`src/rcd_dummy_unused.sv`:
```
// intentionally empty
`default_nettype none
`default_nettype wire

```
`src/rcd_pkg.sv`:
```
// constants and carriers for the resampling comb decimator
`default_nettype none
package rcd_pkg;
	localparam int RCD_IN_W = 16;
	localparam int RCD_RS_W = 24;
	localparam int RCD_C2_W = 40;
	localparam int RCD_C5_W = 50;
	localparam int RCD_ORDER5 = 5;
	localparam int RCD_PATHS = 2;
	// register indices, byte address is four times the index
	localparam logic [9:0] RCD_IDX_RS_DEC = 10'h090;
	localparam logic [9:0] RCD_IDX_RS_INT = 10'h091;
	localparam logic [9:0] RCD_IDX_RS_SCL = 10'h092;
	localparam logic [9:0] RCD_IDX_F5_DEC = 10'h094;
	localparam logic [9:0] RCD_IDX_F5_SCL = 10'h095;
	localparam logic [9:0] RCD_IDX_CTRL = 10'h096;
	localparam logic [9:0] RCD_IDX_STAT = 10'h097;
	localparam int RCD_DEC_W = 12;
	localparam int RCD_INT_W = 9;
	localparam int RCD_SCL_W = 12;
	localparam int RCD_F5D_W = 6;
	localparam int RCD_F5S_W = 5;
	localparam int RCD_STRONG_LSB = 0;
	localparam int RCD_WEAK_LSB = 5;
	localparam int RCD_WEIGHT_BIT = 10;
	localparam int RCD_INV_BIT = 11;
	localparam logic [11:0] RCD_RS_DEC_RST = 12'h000;
	localparam logic [8:0] RCD_RS_INT_RST = 9'h000;
	localparam logic [11:0] RCD_RS_SCL_RST = 12'h000;
	localparam logic [5:0] RCD_F5_DEC_RST = 6'h02;
	localparam logic [4:0] RCD_F5_SCL_RST = 5'h00;
	localparam logic [5:0] RCD_F5_DEC_MIN = 6'h02;
	localparam logic [5:0] RCD_F5_DEC_MAX = 6'h20;
	localparam logic [4:0] RCD_F5_SCL_MAX = 5'h14;
	localparam logic [5:0] RCD_F5_SHIFT_OFS = 6'h05;
	localparam logic [2:0] RCD_EXP_MAX = 3'h7;
	localparam logic [1:0] RCD_RESP_OKAY = 2'h0;
	localparam logic [1:0] RCD_RESP_SLVERR = 2'h2;
	typedef struct packed {
		logic signed [RCD_IN_W-1:0] i;
		logic signed [RCD_IN_W-1:0] q;
	} rcd_in_iq_t;
	typedef struct packed {
		logic signed [RCD_RS_W-1:0] i;
		logic signed [RCD_RS_W-1:0] q;
	} rcd_out_iq_t;
endpackage
`default_nettype wire

```
`src/rcd_decimator.sv`:
```
// resampling second-order comb stage feeding a fifth-order comb decimator
// How it works
// RQ1 - resample decimation register holds factor minus one, twelve bits
// RQ2 - resample interpolation register holds factor minus one, nine bits
// RQ3 - scale bits 4..0 give the strong-signal scale, attenuator included
// RQ4 - scale bits 9..5 give the weak-signal scale, computed value only
// RQ5 - scale bit 10 makes each exponent step 12 dB instead of 6 dB
// RQ6 - scale bit 11 inverts the external exponent before use
// RQ7 - ratio 1/1 passes data unfiltered but still scaled
// RQ8 - software keeps fifth stage input rate within clock over channel count
// RQ9 - fifth stage decimation accepts every factor from 2 to 32
// RQ10 - five integrator and comb sections, output scaled by two to minus scale plus five
// RQ11 - fifth stage scale runs 0 to 20, each step 6 dB more attenuation
// RQ12 - software picks the smallest fifth stage scale that avoids overflow
// RQ13 - fifth stage emits one sample per decimation-factor input samples
// RQ14 - fifth stage input is the resampling stage output stream
// RQ15 - resampling stage takes a sample every clock, any mode
// RQ16 - software programs the simplest interpolation to decimation ratio
// RQ17 - interpolation 1..512, decimation 1..4096, ratio at most one
// RQ18 - input shifted right by exponent plus scale modulo eight, inverted form optional
// RQ19 - software keeps summed resample scale below 32
// RQ20 - each stage marks new samples with a one-cycle valid strobe
// RQ21 - in-phase and quadrature paths share rate and scale settings
//
// Decided for this implementation: register access over AXI4-Lite.
`timescale 1ns/1ps
`default_nettype none
module rcd_decimator
	import rcd_pkg::*;
(
	input wire logic aclk,
	input wire logic aresetn,
	input wire logic [11:0] s_axi_awaddr,
	input wire logic s_axi_awvalid,
	output logic s_axi_awready,
	input wire logic [31:0] s_axi_wdata,
	input wire logic [3:0] s_axi_wstrb,
	input wire logic s_axi_wvalid,
	output logic s_axi_wready,
	output logic [1:0] s_axi_bresp,
	output logic s_axi_bvalid,
	input wire logic s_axi_bready,
	input wire logic [11:0] s_axi_araddr,
	input wire logic s_axi_arvalid,
	output logic s_axi_arready,
	output logic [31:0] s_axi_rdata,
	output logic [1:0] s_axi_rresp,
	output logic s_axi_rvalid,
	input wire logic s_axi_rready,
	input wire rcd_in_iq_t in_sample,
	input wire logic [2:0] in_exp,
	input wire logic in_valid,
	output rcd_out_iq_t out_sample,
	output logic out_valid
);
	logic [11:0] rs_dec_ff;
	logic [8:0] rs_int_ff;
	logic [11:0] rs_scl_ff;
	logic [5:0] f5_dec_ff;
	logic [4:0] f5_scl_ff;
	logic strong_sel_ff;
	logic [15:0] out_cnt_ff;
	logic aw_have_ff;
	logic w_have_ff;
	logic [9:0] aw_idx_ff;
	logic [31:0] w_data_ff;
	logic [3:0] w_strb_ff;
	logic bvalid_ff;
	logic [1:0] bresp_ff;
	logic rvalid_ff;
	logic [31:0] rdata_ff;
	logic [1:0] rresp_ff;
	logic do_wr;
	logic [31:0] wr_word;
	logic [31:0] old_word;
	logic [31:0] rd_word;
	logic rd_hit;
	logic wr_hit;

	assign s_axi_awready = !aw_have_ff && !bvalid_ff;
	assign s_axi_wready = !w_have_ff && !bvalid_ff;
	assign s_axi_bvalid = bvalid_ff;
	assign s_axi_bresp = bresp_ff;
	assign s_axi_arready = !rvalid_ff;
	assign s_axi_rvalid = rvalid_ff;
	assign s_axi_rdata = rdata_ff;
	assign s_axi_rresp = rresp_ff;
	assign do_wr = aw_have_ff && w_have_ff && !bvalid_ff;

	// register contents as a word, shared by read mux and byte-lane merge
	function automatic logic [31:0] reg_word(input logic [9:0] idx);
		logic [31:0] v;
		v = 32'h0;
		unique case (idx)
			RCD_IDX_RS_DEC: v = {20'h0, rs_dec_ff};
			RCD_IDX_RS_INT: v = {23'h0, rs_int_ff};
			RCD_IDX_RS_SCL: v = {20'h0, rs_scl_ff};
			RCD_IDX_F5_DEC: v = {26'h0, f5_dec_ff};
			RCD_IDX_F5_SCL: v = {27'h0, f5_scl_ff};
			RCD_IDX_CTRL: v = {31'h0, strong_sel_ff};
			RCD_IDX_STAT: v = {16'h0, out_cnt_ff};
			default: v = 32'h0;
		endcase
		return v;
	endfunction

	function automatic logic is_mapped(input logic [9:0] idx);
		return idx inside {RCD_IDX_RS_DEC, RCD_IDX_RS_INT, RCD_IDX_RS_SCL,
			RCD_IDX_F5_DEC, RCD_IDX_F5_SCL, RCD_IDX_CTRL, RCD_IDX_STAT};
	endfunction

	always_comb
	begin
		old_word = reg_word(aw_idx_ff);
		for (int b = 0; b < 4; b++)
		begin
			wr_word[8*b +: 8] = w_strb_ff[b] ? w_data_ff[8*b +: 8] : old_word[8*b +: 8];
		end
		wr_hit = is_mapped(aw_idx_ff);
		rd_word = reg_word(s_axi_araddr[11:2]);
		rd_hit = is_mapped(s_axi_araddr[11:2]);
	end

	// write address and data captured in either order
	always_ff @(posedge aclk)
	begin
		if (!aresetn)
		begin
			aw_have_ff <= 1'b0;
			w_have_ff <= 1'b0;
			aw_idx_ff <= 10'h0;
			w_data_ff <= 32'h0;
			w_strb_ff <= 4'h0;
		end
		else
		begin
			if (s_axi_awvalid && s_axi_awready)
			begin
				aw_have_ff <= 1'b1;
				aw_idx_ff <= s_axi_awaddr[11:2];
			end
			else if (do_wr)
			begin
				aw_have_ff <= 1'b0;
			end
			if (s_axi_wvalid && s_axi_wready)
			begin
				w_have_ff <= 1'b1;
				w_data_ff <= s_axi_wdata;
				w_strb_ff <= s_axi_wstrb;
			end
			else if (do_wr)
			begin
				w_have_ff <= 1'b0;
			end
		end
	end

	always_ff @(posedge aclk)
	begin
		if (!aresetn)
		begin
			bvalid_ff <= 1'b0;
			bresp_ff <= RCD_RESP_OKAY;
		end
		else if (do_wr)
		begin
			bvalid_ff <= 1'b1;
			bresp_ff <= wr_hit ? RCD_RESP_OKAY : RCD_RESP_SLVERR;
		end
		else if (s_axi_bready)
		begin
			bvalid_ff <= 1'b0;
		end
	end

	always_ff @(posedge aclk)
	begin
		if (!aresetn)
		begin
			rs_dec_ff <= RCD_RS_DEC_RST;
			rs_int_ff <= RCD_RS_INT_RST;
			rs_scl_ff <= RCD_RS_SCL_RST;
			f5_dec_ff <= RCD_F5_DEC_RST;
			f5_scl_ff <= RCD_F5_SCL_RST;
			strong_sel_ff <= 1'b0;
		end
		else if (do_wr)
		begin
			unique case (aw_idx_ff)
				RCD_IDX_RS_DEC: rs_dec_ff <= wr_word[RCD_DEC_W-1:0]; // RQ1
				RCD_IDX_RS_INT: rs_int_ff <= wr_word[RCD_INT_W-1:0]; // RQ2
				RCD_IDX_RS_SCL: rs_scl_ff <= wr_word[RCD_SCL_W-1:0];
				RCD_IDX_F5_DEC: f5_dec_ff <= wr_word[RCD_F5D_W-1:0];
				RCD_IDX_F5_SCL: f5_scl_ff <= wr_word[RCD_F5S_W-1:0];
				RCD_IDX_CTRL: strong_sel_ff <= wr_word[0];
				default: ;
			endcase
		end
	end

	always_ff @(posedge aclk)
	begin
		if (!aresetn)
		begin
			rvalid_ff <= 1'b0;
			rdata_ff <= 32'h0;
			rresp_ff <= RCD_RESP_OKAY;
		end
		else if (s_axi_arvalid && s_axi_arready)
		begin
			rvalid_ff <= 1'b1;
			rdata_ff <= rd_word;
			rresp_ff <= rd_hit ? RCD_RESP_OKAY : RCD_RESP_SLVERR;
		end
		else if (s_axi_rready)
		begin
			rvalid_ff <= 1'b0;
		end
	end

	// shared settings for both paths
	logic bypass;
	logic [4:0] scl_sel;
	logic [2:0] exp_eff;
	logic [3:0] exp_wt;
	logic [5:0] scl_total;
	logic [2:0] in_shift;
	logic [4:0] coarse_shift;
	logic [5:0] f5_m;
	logic [4:0] f5_s;
	logic [5:0] f5_shift;
	logic [12:0] phase_sum;
	logic emit;
	logic [11:0] phase_ff;
	logic rs_valid_ff;
	logic [5:0] f5_cnt_ff;
	logic f5_dump;

	assign bypass = (rs_dec_ff == 12'h0) && (rs_int_ff == 9'h0); // RQ7
	assign scl_sel = strong_sel_ff ? rs_scl_ff[RCD_STRONG_LSB +: 5] // RQ3
		: rs_scl_ff[RCD_WEAK_LSB +: 5]; // RQ4
	assign exp_eff = rs_scl_ff[RCD_INV_BIT] ? RCD_EXP_MAX - in_exp : in_exp; // RQ6
	assign exp_wt = rs_scl_ff[RCD_WEIGHT_BIT] ? {exp_eff, 1'b0} : {1'b0, exp_eff}; // RQ5
	assign scl_total = {2'b00, exp_wt} + {1'b0, scl_sel};
	assign in_shift = scl_total[2:0]; // RQ18
	assign coarse_shift = {scl_sel[4:3], 3'b000};
	assign f5_m = (f5_dec_ff < RCD_F5_DEC_MIN) ? RCD_F5_DEC_MIN
		: (f5_dec_ff > RCD_F5_DEC_MAX) ? RCD_F5_DEC_MAX : f5_dec_ff; // RQ9
	assign f5_s = (f5_scl_ff > RCD_F5_SCL_MAX) ? RCD_F5_SCL_MAX : f5_scl_ff; // RQ11
	assign f5_shift = {1'b0, f5_s} + RCD_F5_SHIFT_OFS; // RQ10
	// phase step of L per input; L not above M gives at most one output per input
	assign phase_sum = {1'b0, phase_ff} + {4'h0, rs_int_ff} + 13'h1; // RQ17
	assign emit = phase_sum >= ({1'b0, rs_dec_ff} + 13'h1);
	assign f5_dump = rs_valid_ff && (f5_cnt_ff == f5_m - 6'h1); // RQ13

	always_ff @(posedge aclk)
	begin
		if (!aresetn)
		begin
			phase_ff <= 12'h0;
			rs_valid_ff <= 1'b0;
		end
		else
		begin
			rs_valid_ff <= in_valid && (bypass || emit); // RQ20
			if (in_valid && !bypass)
			begin
				phase_ff <= emit ? 12'(phase_sum - {1'b0, rs_dec_ff} - 13'h1)
					: phase_sum[11:0]; // RQ2
			end
		end
	end

	always_ff @(posedge aclk)
	begin
		if (!aresetn)
		begin
			f5_cnt_ff <= 6'h0;
			out_valid <= 1'b0;
			out_cnt_ff <= 16'h0;
		end
		else
		begin
			out_valid <= f5_dump; // RQ20
			if (f5_dump)
			begin
				out_cnt_ff <= out_cnt_ff + 16'h1;
			end
			if (rs_valid_ff) // RQ14
			begin
				f5_cnt_ff <= f5_dump || (f5_cnt_ff >= f5_m) ? 6'h0 : f5_cnt_ff + 6'h1;
			end
		end
	end

	logic signed [RCD_IN_W-1:0] scaled [RCD_PATHS];
	logic signed [RCD_RS_W-1:0] rs_d_ff [RCD_PATHS];
	logic signed [RCD_RS_W-1:0] out_d_ff [RCD_PATHS];

	for (genvar p = 0; p < RCD_PATHS; p++)
	begin : g_path // RQ21
		logic signed [RCD_IN_W-1:0] raw;
		logic signed [RCD_C2_W-1:0] i1_ff;
		logic signed [RCD_C2_W-1:0] i2_ff;
		logic signed [RCD_C2_W-1:0] d1_ff;
		logic signed [RCD_C2_W-1:0] d2_ff;
		logic signed [RCD_C2_W-1:0] c1;
		logic signed [RCD_C2_W-1:0] c2;
		logic signed [RCD_C2_W-1:0] byp;
		logic signed [RCD_C5_W-1:0] int5_ff [RCD_ORDER5];
		logic signed [RCD_C5_W-1:0] dly5_ff [RCD_ORDER5];
		logic signed [RCD_C5_W-1:0] cmb5 [RCD_ORDER5];

		assign raw = (p == 0) ? in_sample.i : in_sample.q;
		assign scaled[p] = raw >>> in_shift; // RQ18
		assign byp = RCD_C2_W'(scaled[p]);
		assign c1 = i2_ff - d1_ff;
		assign c2 = c1 - d2_ff;

		// second-order integrators at input rate, combs at output rate
		always_ff @(posedge aclk)
		begin
			if (!aresetn)
			begin
				i1_ff <= '0;
				i2_ff <= '0;
				d1_ff <= '0;
				d2_ff <= '0;
				rs_d_ff[p] <= '0;
			end
			else if (in_valid) // RQ15
			begin
				i1_ff <= i1_ff + RCD_C2_W'(scaled[p]);
				i2_ff <= i2_ff + i1_ff;
				if (bypass)
				begin
					rs_d_ff[p] <= RCD_RS_W'(byp >>> coarse_shift); // RQ7
				end
				else if (emit)
				begin
					d1_ff <= i2_ff;
					d2_ff <= c1;
					rs_d_ff[p] <= RCD_RS_W'(c2 >>> coarse_shift);
				end
			end
		end

		always_comb
		begin
			cmb5[0] = int5_ff[RCD_ORDER5-1] - dly5_ff[0];
			for (int k = 1; k < RCD_ORDER5; k++)
			begin
				cmb5[k] = cmb5[k-1] - dly5_ff[k];
			end
		end

		always_ff @(posedge aclk)
		begin
			if (!aresetn)
			begin
				for (int k = 0; k < RCD_ORDER5; k++)
				begin
					int5_ff[k] <= '0;
					dly5_ff[k] <= '0;
				end
				out_d_ff[p] <= '0;
			end
			else if (rs_valid_ff)
			begin
				int5_ff[0] <= int5_ff[0] + RCD_C5_W'(rs_d_ff[p]); // RQ10
				for (int k = 1; k < RCD_ORDER5; k++)
				begin
					int5_ff[k] <= int5_ff[k] + int5_ff[k-1];
				end
				if (f5_dump)
				begin
					dly5_ff[0] <= int5_ff[RCD_ORDER5-1];
					for (int k = 1; k < RCD_ORDER5; k++)
					begin
						dly5_ff[k] <= cmb5[k-1];
					end
					out_d_ff[p] <= RCD_RS_W'(cmb5[RCD_ORDER5-1] >>> f5_shift); // RQ10
				end
			end
		end
	end

	assign out_sample.i = out_d_ff[0];
	assign out_sample.q = out_d_ff[1];

	a_bypass_rate: assert property (@(posedge aclk) disable iff (!aresetn) // RQ7
		bypass && in_valid |=> rs_valid_ff)
		else $error("bypass dropped a sample");
	a_bypass_scaled: assert property (@(posedge aclk) disable iff (!aresetn) // RQ18
		bypass && in_valid && scl_sel < 5'h8 |=> rs_d_ff[0] == RCD_RS_W'($past(scaled[0])))
		else $error("bypass value not scaled input");
	a_rs_needs_input: assert property (@(posedge aclk) disable iff (!aresetn) // RQ20
		rs_valid_ff |-> $past(in_valid))
		else $error("resample strobe without input");
	a_fifth_ratio: assert property (@(posedge aclk) disable iff (!aresetn) // RQ13
		out_valid |-> $past(rs_valid_ff) && $past(f5_cnt_ff) == $past(f5_m) - 6'h1)
		else $error("fifth stage output off count");
	a_fifth_range: assert property (@(posedge aclk) disable iff (!aresetn) // RQ9
		f5_m >= 6'h2 && f5_m <= 6'h20 && (f5_dec_ff inside {[6'h2:6'h20]} -> f5_m == f5_dec_ff))
		else $error("fifth decimation out of range");
	a_fifth_scale: assert property (@(posedge aclk) disable iff (!aresetn) // RQ11
		f5_shift <= 6'h19 && f5_shift >= 6'h5)
		else $error("fifth scale out of range");
	a_phase_bound: assert property (@(posedge aclk) disable iff (!aresetn) // RQ17
		rs_int_ff <= rs_dec_ff |-> phase_ff <= rs_dec_ff)
		else $error("resample phase overran");
	a_invert_exp: assert property (@(posedge aclk) disable iff (!aresetn) // RQ6
		rs_scl_ff[RCD_INV_BIT] && !rs_scl_ff[RCD_WEIGHT_BIT]
		|-> in_shift == 3'(3'h7 - in_exp + scl_sel[2:0]))
		else $error("inverted exponent shift wrong");
	a_weak_select: assert property (@(posedge aclk) disable iff (!aresetn) // RQ4
		!strong_sel_ff && !rs_scl_ff[RCD_INV_BIT] && !rs_scl_ff[RCD_WEIGHT_BIT]
		|-> in_shift == 3'(in_exp + rs_scl_ff[7:5]))
		else $error("weak scale not used");
endmodule // rcd_decimator
`default_nettype wire

```
`config.mk`:
```
export PLATFORM = sky130hd
export DESIGN_NAME = rcd_decimator
export DESIGN_NICKNAME = d
export VERILOG_FILES = /design/src/rcd_dummy_unused.sv /design/src/rcd_pkg.sv /design/src/rcd_decimator.sv
export SDC_FILE = /design/constraint.sdc
export NUM_CORES = 2
export LEC_CHECK = 0
export BUFFER_PORTS_ARGS = -buffer_cell sky130_fd_sc_hd__buf_4
export CAP_MARGIN = 25
export CORE_MARGIN = 1.5
export CORE_UTILIZATION = 39
export DETAILED_ROUTE_END_ITERATION = 10
export PLACE_DENSITY = 0.52
export SYNTH_ARGS = -nofsm -noshare
export SYNTH_HDL_FRONTEND = slang
export SYNTH_SLANG_ARGS = --single-unit
export TNS_END_PERCENT = 5
```
`constraint.sdc`:
```
create_clock -name aclk -period 21.9 [get_ports aclk]
set_clock_uncertainty 0.1 [all_clocks]
set_input_delay 4.38 -clock aclk [delete_from_list [all_inputs] [get_ports aclk]]
set_output_delay 4.38 -clock aclk [all_outputs]
set_load 0.1 [all_outputs]
```
==> results.cfg <==
[cts]
htreeDepth = 4
clock_latency_ns = 0.90
clk_pin_slew_ns = 0.06
cts-hold-fix-buffers = 0
cts_tree = yes
clockBufferDepth = 4
post_cts_buffers = 0
numCtsBuffers = 198
post_cts_resized = 0
clock_sinks = 1543
root_buffer = clkbuf_16

[placed_design]
post-dp-hpwl_mm = 228
post-place-ws_ns = 9.33
placedInstanceArea_um2 = 133000
port_buffers = 148
gp_congestion = 0.863

[critical_path]
crit_buf_inv = 0
path_class = flop to flop
rrSetupSlack_ns = 9.37
r2r_start = g_path[0].int5_ff[0][201]$_SDFFCE_PN0P_
critPathMaxStageDelay_ns = 0.57
reg2regPathDepth = 53
critPathArrivalTime_ns = 13.14
cpLargestDelayFamily = compound AO/OA/AOI/OAI gates
critPathCaptureType = flop
required_ns = 22.51
critPathLaunchType = flop
crit_path_top_delay_cell = nor4_1
crit_top_cell = a21oi_1
r2r_end = out_d_ff[0][19]$_SDFFCE_PN0P_
worstPathMaxFanout = 5

[global_route]
track_usage_pct = 17.9
antenna_found_initial = 5
top_usage_layer = met2
grt_pass1_vias = 95100
grt_util_met2_pct = 28.6
grt_pass1_wl_mm = 497
use_met1_pct = 25.5
grt_overflow = 0
use_met3_pct = 1.74
grt_max_degree = 201

[timing]
rsz0062_at_grt = false
worst_pin_slew_ns = 1.17
slew_headroom_pct = 21.2
hold_viol = 0
setup_ws_ns = 9.37
fin_crit_ns = 12.53
setup_viol = 0
drv_slew = 0
fmaxAchievable_mhz = 79.8
period_share_pct = 57.2
tns_ns = 0

[yosys]
synth_top_family_by_area = compound AO/OA/AOI/OAI gates
synth_fa_ha_area_share_pct = 13.6
yosys-mux-area-fraction_pct = 2.62
yosys.area.top_type = edfxtp_1
synthFlopType = edfxtp_1
synth_area_um2 = 128000
synth_edf_count = 1096
synthXorXnorAreaFrac_pct = 8.34
yosysWarnings = 0
ys_types = 110
synth.area.top_cells = edfxtp_1 26%, ha_1 13%, dfxtp_1 7.0%, a21oi_1 5.7%, xnor2_1 4.9%
yosysSeqAreaShare_pct = 32.8
synthCells = 14800
synth-simple-area-share_pct = 16.9
synth_seq_cells = 1543
synth_async_sr_flop_share_pct = 0
post-synth-top-count-cell = nor2_1
syn_area_per_cell_um2 = 8.65
netlist.area_leader.share_pct = 25.8
synth-compound-area-share_pct = 21.4
ys_top_cells_by_count = 1460 x nor2_1, 1452 x a21oi_1, 1338 x ha_1

[job]
cap_viol_max_count = 0

[worst_hold_path]
worstHoldStart = g_path[0].d1_ff[9]$_SDFFE_PN0P_
min_path_type = flop to flop
whs_path_depth = 2
min_to = g_path[0].d1_ff[9]$_SDFFE_PN0P_

[drt]
antenna_left = 0
vias = 100000
drt_iter0_drc = 5186
vias_per_cell = 5.21
drt_wl_total_mm = 304
drc = 0
drt-wirelength-per-cell_um = 15.9
dr.pass1.iters = 7

[die]
start_util_pct = 39.3
coreArea_um2 = 325000
dieWidth_um = 575
dieHeight_um = 575
die_area_um2 = 331000
rows = 209
ios = 193

[cells_and_area]
area_growth_pct = 9.46
drive_above_1_share_pct = 4.82
final_nets = 16200
fillers = 32300
design_area_um2 = 140000

[run_status]
status = finished, final reports clean
## registers in the layout (all words and copies together), names as in the netlist, 10 cells and up
register,flops
rs_d_ff,48
rs_scl_ff,12
g_path.d2_ff,80
g_path.int5_ff,500
g_path.i1_ff,80
g_path.d1_ff,80
s_axi_rdata,16
out_cnt_ff,16
rs_dec_ff,12
out_d_ff,48
phase_ff,12
w_data_ff,12
g_path.i2_ff,80
aw_idx_ff,10
g_path.dly5_ff,500
## worst max path at each step
stage / from / to / slack (ns) / cells after the start
after floorplan: aresetn / g_path[0].dly5_ff[0][0]$_SDFFCE_PN0P_ / 3.68 / 3
after global placement: g_path[0].int5_ff[0][201]$_SDFFCE_PN0P_ / out_d_ff[0][19]$_SDFFCE_PN0P_ / 9.36 / 54
after detailed placement: g_path[0].int5_ff[0][201]$_SDFFCE_PN0P_ / out_d_ff[0][19]$_SDFFCE_PN0P_ / 9.33 / 54
after CTS: g_path[0].int5_ff[0][201]$_SDFFCE_PN0P_ / out_d_ff[0][19]$_SDFFCE_PN0P_ / 9.28 / 54
after global routing: g_path[0].int5_ff[0][200]$_SDFFCE_PN0P_ / out_d_ff[0][19]$_SDFFCE_PN0P_ / 8.30 / 56
final: g_path[0].int5_ff[0][201]$_SDFFCE_PN0P_ / out_d_ff[0][19]$_SDFFCE_PN0P_ / 9.37 / 53
## cell families (layout without fill, tap and decap cells)
family          Yosys count  after routing
simple gates           4576           4576
compound gates         4280           4280
flops                  1543           1543
buf+inv                1486           1565
fa+ha+maj              1369           1369
xor+xnor               1206           1206
mux                     313            313
other cells               1             20
## worst min-delay path: stages, from the launching register on
cell	delay, ns
dfxtp_1	0.31
nand2_1	0.05
a21oi_1	0.05
## through the flow
step / cells / utilization [%] / hold slack (ns)
final: 19200 / 43.0 / 0.352
after global routing: 19200 / 43.0 / 0.365
after CTS: 19200 / 43.0 / 0.353
after detailed placement: 18800 / 41.0 / 0.346
after global placement: 18800 / 41.0 / 0.342
after floorplan: 14800 / - / 0.331
## routing by layer
layer | part of all wire, % | vias up
li1 | - | 53300
met1 | 51 | 45000
met2 | 43 | 1243
met3 | 2.9 | 425
met4 | 2.8 | 2
met5 | 0.0043 | -
## layout by cell type, fill, tap and decap left out, types with 30 or more instances in the layout
cell type and instances:
nand2b_1 199, xor2_1 488, nor2_1 1460, and3_1 413, nor2b_1 202, a211o_1 35, mux2i_1 257, a21oi_1 1452
a211oi_1 167, dfxtp_1 447, ha_1 1337, a31oi_1 159, o31a_1 34, nand3_1 256, nand2_1 1203, mux2_2 39
and2_1 267, clkbuf_16 203, nor3_1 236, o21bai_1 183, inv_1 969, fa_1 30, buf_4 219, xnor2_1 707
o31ai_1 56, clkbuf_1 31, a41oi_1 32, a22oi_1 32, o21a_1 222, o21ai_0 622, or3_1 76, o211ai_1 91
nand4_1 102, o21ai_1 81, clkinv_2 43, a21o_1 688, edfxtp_1 1096, or2_2 36
## area by class of cell
| class | instances | area, um^2 | area share [%] |
|---|---|---|---|
| antenna | 2 | 5.00 | 0.00358 |
| clock buffer | 251 | 5430 | 3.88 |
| clock inverter | 108 | 1170 | 0.834 |
| inverter | 977 | 3690 | 2.64 |
| multi-input combinational | 11800 | 80500 | 57.6 |
| sequential | 1543 | 41900 | 29.9 |
| tap | 4325 | 5410 | 3.87 |
| timing repair buffer | 229 | 1800 | 1.29 |
Power is not shown: default switching activity piles up to over one toggle a cycle in this logic, so the estimate is an artifact.
